**config.mk**
```make
export PLATFORM = sky130hd
export DESIGN_NAME = iot_trip
export DESIGN_NICKNAME = d
export VERILOG_FILES = /design/src/verilog/iot_pkg.sv /design/src/verilog/iot_phase_max.sv /design/src/verilog/iot_trip.sv
export SDC_FILE = /design/constraint.sdc
export NUM_CORES = 2
export LEC_CHECK = 0
export ABC_AREA = 1
export BUFFER_PORTS_ARGS = -buffer_cell sky130_fd_sc_hd__buf_4
export CAP_MARGIN = 20
export CORE_ASPECT_RATIO = 1.25
export CORE_MARGIN = 10
export CORE_UTILIZATION = 55
export CTS_CLUSTER_SIZE = 28
export DETAILED_ROUTE_END_ITERATION = 8
export HOLD_SLACK_MARGIN = 0.03
export PLACE_DENSITY = 0.72
export SLEW_MARGIN = 20
export SYNTH_ARGS = -nofsm -noshare
export SYNTH_HDL_FRONTEND = slang
export SYNTH_SLANG_ARGS = --single-unit
```
**constraint.sdc**
```tcl
create_clock -name pclk -period 32 [get_ports pclk]
set_input_delay 1.6 -clock pclk [delete_from_list [all_inputs] [get_ports pclk]]
set_output_delay 1.6 -clock pclk [all_outputs]
set_load 0.01 [all_outputs]
```
**src/verilog/iot_pkg.sv**
```systemverilog
// Package with register map, field positions, reset values and constants for the trip block.
package iot_pkg;
    // Register byte offsets.
    localparam logic [11:0] IOT_OFF_CTRL = 12'h000;
    localparam logic [11:0] IOT_OFF_LIM_PRI = 12'h004;
    localparam logic [11:0] IOT_OFF_LIM_SEC = 12'h008;
    localparam logic [11:0] IOT_OFF_TMS = 12'h00C;
    localparam logic [11:0] IOT_OFF_DT_LEVEL = 12'h010;
    localparam logic [11:0] IOT_OFF_MIN_TIME = 12'h014;
    localparam logic [11:0] IOT_OFF_DECAY = 12'h018;
    localparam logic [11:0] IOT_OFF_STATUS = 12'h01C;
    localparam logic [11:0] IOT_OFF_MAXCUR = 12'h020;
    localparam logic [11:0] IOT_OFF_HEAT = 12'h024;
    localparam logic [11:0] IOT_OFF_INT_STAT = 12'h028;
    localparam logic [11:0] IOT_OFF_INT_MASK = 12'h02C;

    // Control field positions.
    localparam int IOT_CTRL_ENABLE = 0;
    localparam int IOT_CTRL_SEC_SEL = 1;
    localparam int IOT_CTRL_SHUTDOWN = 2;
    localparam int IOT_CTRL_CLEAR = 3;

    // Status field positions.
    localparam int IOT_ST_OVER = 0;
    localparam int IOT_ST_SEVERE = 1;
    localparam int IOT_ST_TRIPPED = 2;
    localparam int IOT_ST_SEC = 3;

    // Interrupt field positions.
    localparam int IOT_INT_TRIP = 0;
    localparam int IOT_INT_START = 1;
    localparam int IOT_INT_END = 2;
    localparam int IOT_INT_W = 3;

    // Widths.
    localparam int IOT_CUR_W = 16;
    localparam int IOT_HEAT_W = 48;

    // Reset values.
    localparam logic [2:0] IOT_RST_CTRL = 3'h0;
    localparam logic [15:0] IOT_RST_LIMIT = 16'hFFFF;
    localparam logic [15:0] IOT_RST_TMS = 16'h0024;
    localparam logic [15:0] IOT_RST_DT_LEVEL = 16'hFFFF;
    localparam logic [15:0] IOT_RST_MIN_TIME = 16'h0002;
    localparam logic [31:0] IOT_RST_DECAY = 32'h0000_1000;
    localparam logic [2:0] IOT_RST_INT_MASK = 3'h0;
endpackage : iot_pkg

```
**src/verilog/iot_phase_max.sv**
```systemverilog
// Picks the largest of the three phase current magnitudes.
`timescale 1ns/100ps
module iot_phase_max
    import iot_pkg::*;
(
    input wire logic [iot_pkg::IOT_CUR_W-1:0] cur_a,
    input wire logic [iot_pkg::IOT_CUR_W-1:0] cur_b,
    input wire logic [iot_pkg::IOT_CUR_W-1:0] cur_c,
    output logic [iot_pkg::IOT_CUR_W-1:0] cur_max
);
    logic [IOT_CUR_W-1:0] ab;

    // Two compare stages; ties resolve to the earlier phase, which is harmless.
    always_comb begin
        ab = (cur_a >= cur_b) ? cur_a : cur_b;
        cur_max = (ab >= cur_c) ? ab : cur_c;
    end
endmodule : iot_phase_max

```
**src/verilog/iot_trip.sv**
```systemverilog
// Inverse-time overcurrent trip detector with APB registers and interrupt.
//
// What this block does
// - Over the limit, trip after multiplier divided by squared relative excess seconds.
// - Multiplier equals trip time in seconds at double the limit current.
// - The largest phase current drives every evaluation.
// - Current at or below the limit never trips, however long.
// - Above a high current level the delay stays at a fixed minimum.
// - Heat left from an untripped overload shortens the next trip.
// - Separate primary and secondary limits; secondary set selects secondary limit.
// - Configuration picks load-dump alarm or immediate shutdown alarm on trip.
// - With multiplier 36 the delays follow the percent-load reference table.
`timescale 1ns/100ps
module iot_trip
    import iot_pkg::*;
(
    input wire logic pclk,
    input wire logic presetn,
    input wire logic psel,
    input wire logic penable,
    input wire logic pwrite,
    input wire logic [11:0] paddr,
    input wire logic [31:0] pwdata,
    output logic [31:0] prdata,
    output logic pready,
    output logic pslverr,
    input wire logic [iot_pkg::IOT_CUR_W-1:0] cur_a,
    input wire logic [iot_pkg::IOT_CUR_W-1:0] cur_b,
    input wire logic [iot_pkg::IOT_CUR_W-1:0] cur_c,
    input wire logic sec_tick,
    output logic loaddump_alarm,
    output logic shutdown_alarm,
    output logic irq
);
    import iot_pkg::*;

    logic [2:0] ctrl_q;
    logic [15:0] lim_pri_q;
    logic [15:0] lim_sec_q;
    logic [15:0] tms_q;
    logic [15:0] dt_level_q;
    logic [15:0] min_time_q;
    logic [31:0] decay_q;
    logic [IOT_INT_W-1:0] int_stat_q;
    logic [IOT_INT_W-1:0] int_mask_q;
    logic [31:0] prdata_q;
    logic irq_q;

    logic [IOT_CUR_W-1:0] max_now;
    logic [IOT_CUR_W-1:0] max_q;
    logic [IOT_HEAT_W-1:0] heat_q;
    logic [15:0] dt_cnt_q;
    logic tripped_q;
    logic over_prev_q;
    logic ld_alarm_q;
    logic sd_alarm_q;

    logic wr_en;
    logic setup;
    logic mapped;
    logic clear_req;
    logic [15:0] lim;
    logic over;
    logic severe;
    logic [15:0] icalc;
    logic [15:0] excess;
    logic [31:0] excess_sq;
    logic [IOT_HEAT_W-1:0] thr;
    logic [IOT_HEAT_W:0] heat_sum;
    logic [IOT_HEAT_W-1:0] heat_add;
    logic [IOT_HEAT_W-1:0] heat_dec;
    logic active_tick;
    logic inv_trip;
    logic dt_trip;
    logic trip_now;
    logic [IOT_INT_W-1:0] ev;

    // Largest phase, registered so a tick sees a settled value.
    iot_phase_max u_max (
        .cur_a(cur_a),
        .cur_b(cur_b),
        .cur_c(cur_c),
        .cur_max(max_now)
    );

    always_ff @(posedge pclk or negedge presetn) begin
        if (!presetn) begin
            max_q <= '0;
        end else begin
            max_q <= max_now;
        end
    end

    // Bus decode; the slave never inserts wait states.
    assign setup = psel && !penable;
    assign wr_en = psel && penable && pwrite && mapped;
    assign clear_req = wr_en && (paddr == IOT_OFF_CTRL) && pwdata[IOT_CTRL_CLEAR];
    assign pready = 1'b1;
    assign pslverr = psel && penable && !mapped;
    assign prdata = prdata_q;

    always_comb begin
        case (paddr)
            IOT_OFF_CTRL, IOT_OFF_LIM_PRI, IOT_OFF_LIM_SEC, IOT_OFF_TMS,
            IOT_OFF_DT_LEVEL, IOT_OFF_MIN_TIME, IOT_OFF_DECAY, IOT_OFF_STATUS,
            IOT_OFF_MAXCUR, IOT_OFF_HEAT, IOT_OFF_INT_STAT, IOT_OFF_INT_MASK: begin
                mapped = 1'b1;
            end
            default: begin
                mapped = 1'b0;
            end
        endcase
    end

    // Configuration registers; read-only offsets ignore writes without error.
    always_ff @(posedge pclk or negedge presetn) begin
        if (!presetn) begin
            ctrl_q <= IOT_RST_CTRL;
            lim_pri_q <= IOT_RST_LIMIT;
            lim_sec_q <= IOT_RST_LIMIT;
            tms_q <= IOT_RST_TMS;
            dt_level_q <= IOT_RST_DT_LEVEL;
            min_time_q <= IOT_RST_MIN_TIME;
            decay_q <= IOT_RST_DECAY;
            int_mask_q <= IOT_RST_INT_MASK;
        end else if (wr_en) begin
            case (paddr)
                IOT_OFF_CTRL: ctrl_q <= pwdata[2:0];
                IOT_OFF_LIM_PRI: lim_pri_q <= pwdata[15:0];
                IOT_OFF_LIM_SEC: lim_sec_q <= pwdata[15:0];
                IOT_OFF_TMS: tms_q <= pwdata[15:0];
                IOT_OFF_DT_LEVEL: dt_level_q <= pwdata[15:0];
                IOT_OFF_MIN_TIME: min_time_q <= pwdata[15:0];
                IOT_OFF_DECAY: decay_q <= pwdata;
                IOT_OFF_INT_MASK: int_mask_q <= pwdata[IOT_INT_W-1:0];
                default: begin
                end
            endcase
        end
    end

    // Read data is captured in the setup cycle so it leaves a flip-flop.
    always_ff @(posedge pclk or negedge presetn) begin
        if (!presetn) begin
            prdata_q <= 32'h0000_0000;
        end else if (setup && !pwrite) begin
            case (paddr)
                IOT_OFF_CTRL: prdata_q <= {29'h0, ctrl_q};
                IOT_OFF_LIM_PRI: prdata_q <= {16'h0, lim_pri_q};
                IOT_OFF_LIM_SEC: prdata_q <= {16'h0, lim_sec_q};
                IOT_OFF_TMS: prdata_q <= {16'h0, tms_q};
                IOT_OFF_DT_LEVEL: prdata_q <= {16'h0, dt_level_q};
                IOT_OFF_MIN_TIME: prdata_q <= {16'h0, min_time_q};
                IOT_OFF_DECAY: prdata_q <= decay_q;
                IOT_OFF_STATUS: prdata_q <= {28'h0, ctrl_q[IOT_CTRL_SEC_SEL], tripped_q,
                                             severe, over};
                IOT_OFF_MAXCUR: prdata_q <= {16'h0, max_q};
                IOT_OFF_HEAT: prdata_q <= heat_q[IOT_HEAT_W-1:16];
                IOT_OFF_INT_STAT: prdata_q <= {29'h0, int_stat_q};
                IOT_OFF_INT_MASK: prdata_q <= {29'h0, int_mask_q};
                default: prdata_q <= 32'h0000_0000;
            endcase
        end
    end

    // Active limit follows the selected setting set.
    assign lim = ctrl_q[IOT_CTRL_SEC_SEL] ? lim_sec_q : lim_pri_q;

    // Strictly above the limit counts as overload; equality is allowed forever.
    assign over = (max_q > lim);
    assign severe = over && (max_q >= dt_level_q);

    // Clamping the current at the definite-time level freezes the inverse delay there.
    assign icalc = (max_q > dt_level_q) ? dt_level_q : max_q;
    assign excess = (icalc > lim) ? (icalc - lim) : 16'h0000;

    // Heat grows by excess squared per second and trips at multiplier times limit
    // squared, so the delay is TMS*L^2/(I-L)^2 = TMS/(I/L-1)^2 with no divider.
    always_comb begin
        excess_sq = 32'(excess) * 32'(excess);
        thr = 48'(tms_q) * 48'(lim) * 48'(lim);
        heat_sum = {1'b0, heat_q} + {17'h0, excess_sq};
        heat_add = heat_sum[IOT_HEAT_W] ? {IOT_HEAT_W{1'b1}} : heat_sum[IOT_HEAT_W-1:0];
        heat_dec = (heat_q > {16'h0, decay_q}) ? (heat_q - {16'h0, decay_q}) : '0;
    end

    assign active_tick = sec_tick && ctrl_q[IOT_CTRL_ENABLE] && !tripped_q;
    assign inv_trip = over && (heat_add >= thr);
    assign dt_trip = severe && ((17'(dt_cnt_q) + 17'h1) >= 17'(min_time_q));
    assign trip_now = active_tick && (inv_trip || dt_trip);

    // Heat accumulator: it keeps its residue after an untripped overload and
    // cools at the programmed rate until a clear or disable zeroes it, so a repeat overload trips sooner.
    always_ff @(posedge pclk or negedge presetn) begin
        if (!presetn) begin
            heat_q <= '0;
        end else if (clear_req || !ctrl_q[IOT_CTRL_ENABLE]) begin
            heat_q <= '0;
        end else if (active_tick) begin
            if (over) begin
                heat_q <= heat_add;
            end else begin
                heat_q <= heat_dec;
            end
        end
    end

    // Definite-time counter runs only while the current stays severe.
    always_ff @(posedge pclk or negedge presetn) begin
        if (!presetn) begin
            dt_cnt_q <= 16'h0000;
        end else if (clear_req || !severe || !ctrl_q[IOT_CTRL_ENABLE]) begin
            dt_cnt_q <= 16'h0000;
        end else if (active_tick && dt_cnt_q != 16'hFFFF) begin
            dt_cnt_q <= dt_cnt_q + 16'h0001;
        end
    end

    // Trip latch and alarm kind; the kind is fixed at the moment of the trip.
    always_ff @(posedge pclk or negedge presetn) begin
        if (!presetn) begin
            tripped_q <= 1'b0;
            ld_alarm_q <= 1'b0;
            sd_alarm_q <= 1'b0;
        end else if (trip_now) begin
            tripped_q <= 1'b1;
            ld_alarm_q <= !ctrl_q[IOT_CTRL_SHUTDOWN];
            sd_alarm_q <= ctrl_q[IOT_CTRL_SHUTDOWN];
        end else if (clear_req) begin
            tripped_q <= 1'b0;
            ld_alarm_q <= 1'b0;
            sd_alarm_q <= 1'b0;
        end
    end

    assign loaddump_alarm = ld_alarm_q;
    assign shutdown_alarm = sd_alarm_q;

    // Overload state as seen at the previous tick, for start and end events.
    always_ff @(posedge pclk or negedge presetn) begin
        if (!presetn) begin
            over_prev_q <= 1'b0;
        end else if (clear_req) begin
            over_prev_q <= 1'b0;
        end else if (active_tick) begin
            over_prev_q <= over;
        end
    end

    always_comb begin
        ev = '0;
        ev[IOT_INT_TRIP] = trip_now;
        ev[IOT_INT_START] = active_tick && over && !over_prev_q;
        ev[IOT_INT_END] = active_tick && !over && over_prev_q;
    end

    // Sticky status, write one to clear; a new event in the same cycle wins.
    always_ff @(posedge pclk or negedge presetn) begin
        if (!presetn) begin
            int_stat_q <= '0;
        end else if (wr_en && paddr == IOT_OFF_INT_STAT) begin
            int_stat_q <= (int_stat_q & ~pwdata[IOT_INT_W-1:0]) | ev;
        end else begin
            int_stat_q <= int_stat_q | ev;
        end
    end

    // Registered interrupt level, one cycle behind the status bits.
    always_ff @(posedge pclk or negedge presetn) begin
        if (!presetn) begin
            irq_q <= 1'b0;
        end else begin
            irq_q <= |(int_stat_q & int_mask_q);
        end
    end

    assign irq = irq_q;
endmodule : iot_trip

```
==> impl_metrics.json <==
{
  "critPathMaxFanout": 37,
  "synth_edf_count": 0,
  "path_buf_inv": 14,
  "switching_share_pct": 63.2,
  "largest_register": "heat_q",
  "worst-r2r-cell-count": 58,
  "min_to": "decay_q[12]",
  "largest_register_ffs": 48,
  "drtAntennaViolNets": 0,
  "final_area_sq_um": 57000,
  "clk_path_buf_depth": 3,
  "cts_made_buffers": 29,
  "drive_above_1_share_pct": 5.24,
  "clk_latency_ns": 0.61,
  "wl_microns": 193000,
  "core_area_sq_um": 97200,
  "pwr-share-clk_pct": 6.2,
  "holdCritPathClass": "reg2reg",
  "grt-ovfl-total": 0,
  "max_freq_mhz": 64.9,
  "post-route-period-util_pct": 48.2,
  "grt_max_degree": 99,
  "maxSlewHeadroom_pct": 28.1,
  "final.setup_skew_ns": 0.0250,
  "cts-hold-fix-buffers": 0,
  "cp.required_ns": 32.49,
  "vias": 49200,
  "rsz0062_at_grt": "no",
  "syn-cell-area_sq_um": 53800,
  "final_nets": 8856,
  "die_x_microns": 300,
  "syn_nets": 8863,
  "peakVddDrop_v": 0.000216,
  "dp_hpwl_microns": 161000,
  "internal_power_mw": 2.10,
  "worst_setup_path_end_kind": "flip-flop",
  "powerDensity_nw_per_um2": 100,
  "synth_cells": 7452,
  "post_cts_buffers": 0,
  "slew_violations": 0,
  "avgSynthCellArea_sq_um": 7.22,
  "synthFlopType": "dfrtp_1",
  "synth_warnings": 0,
  "gp_congestion": 0.998,
  "chipHeight_microns": 370,
  "grt_first_pass_wirelength_microns": 297000,
  "worst_slew_pin_slew_ns": 1.08,
  "fin_crit_ns": 15.42,
  "hp-start": "decay_q[12]",
  "crit_arrival_ns": 15.91,
  "rr_endpoint": "int_stat_q[0]",
  "slowest_stage": "dfrtp_1",
  "final_cell_mix": "nand2_1, inv_1, fa_1, nor2_1, ha_1",
  "start_util_pct": 55.4,
  "dieArea_sq_um": 111000,
  "cts_tree": "built",
  "pin_count": 135,
  "via_per_inst": 5.62,
  "ys_async_sr_fraction_pct": 100,
  "syn_to_final_growth_pct": 6.00,
  "ys_seq_elements": 238,
  "postPlaceCellArea_sq_um": 56000,
  "clk_pin_slew_ns": 0.07,
  "rows": 128,
  "htree_levels": 1,
  "final_common_cell": "nand2_1",
  "criticalPathCategory": "reg2reg",
  "max_stage_delay_ns": 0.93,
  "drt_iter0_drc": 4145,
  "p_switching_mw": 3.61,
  "p_leak_nw": 29.9,
  "status": "completed",
  "whs_path_depth": 2,
  "firstDrtPassIters": 6,
  "post_drt_wl_per_cell_microns": 22.0,
  "synth_cell_types": 53,
  "drv_cap": 0,
  "ys_seq_area_share_pct": 11.2,
  "antenna_found_initial": 4,
  "clock-sinks": 238,
  "hold_viol": 0,
  "setup_viol": 0,
  "drc": 0,
  "p_comb_share_pct": 88.2,
  "rr_startpoint": "ctrl_q[1]",
  "crit_path_start_kind": "flip-flop",
  "grt_usage_pct": 34.9,
  "clockRootBuffer": "clkbuf_16",
  "tns_ns": 0,
  "r2r_slack_ns": 16.58,
  "crit_path_frequent_cell": "nand2_1",
  "post_cts_resized": 0,
  "p_seq_share_pct": 5.6,
  "crit_family": "adder cells",
  "io_buffer_count": 133,
  "first_global_vias": 50900
}
[layer usage]
layer | track usage, % | vias to the layer above | part of all wire (%)
li1 | - | 22600 | -
met4 | 23.2 | 6 | 8.1
met1 | 40.7 | 23800 | 36
met2 | 59.2 | 2243 | 48
met3 | 5.29 | 674 | 7.6
met5 | 0 | - | 0.020
[per-stage QoR]
stage                     power, mW  std cells  setup slack, ns  hold slack [ns]  utilization (%)
after global routing           6.25       8768            15.73            0.502             58.7
after global placement         5.16       8714            16.84            0.466             57.6
final                          5.71       8769            16.58            0.484             58.7
after detailed placement       5.24       8714            16.68            0.470             57.6
after CTS                      5.64       8768            16.62            0.486             58.7
after floorplan                3.49       7452            20.20            0.449                -
[worst reg2reg max path: cells and delay by family, from the launching register on]
kind,cells,cell delay [ns]
buffers and inverters,14,1.93
adder cells (fa/ha/maj),15,7.08
AND/OR/NAND/NOR,28,5.25
AO/OA/AOI/OAI,1,0.15
flip-flops,1,0.93
[cell families (layout without fill, tap and decap cells)]
group,count (synthesis),after routing,share of synthesized area [%]
buffers and inverters,1911,1927,13.4
XOR/XNOR,133,133,2.16
AO/OA/AOI/OAI,704,704,7.18
adder cells (fa/ha/maj),1313,1313,41.8
other,1,2,0.00697
AND/OR/NAND/NOR,3136,3136,23.9
multiplexers,16,16,0.335
flip-flops,238,238,11.2
[cells in the mapped netlist, types with 4 or more instances]
| cell type | number | area share (%) |
|---|---|---|
| a211oi_1 | 4 | 0.056 |
| a21o_1 | 19 | 0.27 |
| a21oi_1 | 235 | 2.2 |
| a22o_1 | 16 | 0.26 |
| a31oi_1 | 10 | 0.12 |
| and2_1 | 9 | 0.10 |
| and3_1 | 7 | 0.081 |
| buf_1 | 9 | 0.063 |
| buf_2 | 22 | 0.20 |
| buf_4 | 4 | 0.056 |
| clkbuf_1 | 189 | 1.3 |
| clkinv_1 | 13 | 0.091 |
| dfrtp_1 | 186 | 8.7 |
| dfstp_2 | 52 | 2.5 |
| fa_1 | 806 | 30 |
| ha_1 | 507 | 12 |
| inv_1 | 1666 | 12 |
| inv_2 | 6 | 0.042 |
| mux2_1 | 16 | 0.33 |
| nand2_1 | 1823 | 13 |
| nand2_2 | 5 | 0.058 |
| nand3_1 | 369 | 3.4 |
| nand3_2 | 5 | 0.093 |
| nand3b_1 | 15 | 0.21 |
| nand4_1 | 66 | 0.77 |
| nor2_1 | 697 | 4.9 |
| nor2_2 | 7 | 0.081 |
| nor3_1 | 45 | 0.42 |
| nor4_1 | 20 | 0.23 |
| o211ai_1 | 19 | 0.27 |
| o21a_1 | 8 | 0.11 |
| o21ai_0 | 293 | 2.7 |
| o21ai_1 | 22 | 0.20 |
| o21bai_1 | 17 | 0.24 |
| o22ai_1 | 51 | 0.59 |
| or2_2 | 62 | 0.72 |
| xnor2_1 | 64 | 1.0 |
| xor2_1 | 69 | 1.1 |
[power by group through the flow]
stage,Combinational [mW],Clock (mW),Sequential [mW]
2_1_floorplan,3.17,0,0.315
3_3_place_gp,4.84,0,0.323
3_5_place_dp,4.91,0,0.323
4_1_cts,4.97,0.356,0.318
5_1_grt,5.56,0.369,0.318
6_report,5.04,0.355,0.318
[layout make-up]
class | count | area [sq um]
multi-input combinational | 5303 | 40600
fill | 9455 | 40200
inverter | 1685 | 6320
sequential | 238 | 6020
tap | 1300 | 1630
timing repair buffer | 188 | 1420
clock buffer | 38 | 790
clock inverter | 16 | 215
antenna | 1 | 2.50
[worst max-delay path by stage]
stage | startpoint | end | slack (ns) | cells after the start
after floorplan | ctrl_q[1] | loaddump_alarm | 20.20 | 61
after global placement | ctrl_q[1] | int_stat_q[0] | 16.84 | 54
after detailed placement | ctrl_q[1] | int_stat_q[0] | 16.68 | 54
after CTS | ctrl_q[1] | int_stat_q[0] | 16.62 | 54
after global routing | ctrl_q[1] | shutdown_alarm | 15.73 | 57
final | ctrl_q[1] | int_stat_q[0] | 16.58 | 58
No activity file was read; power rests on OpenSTA's default activity.
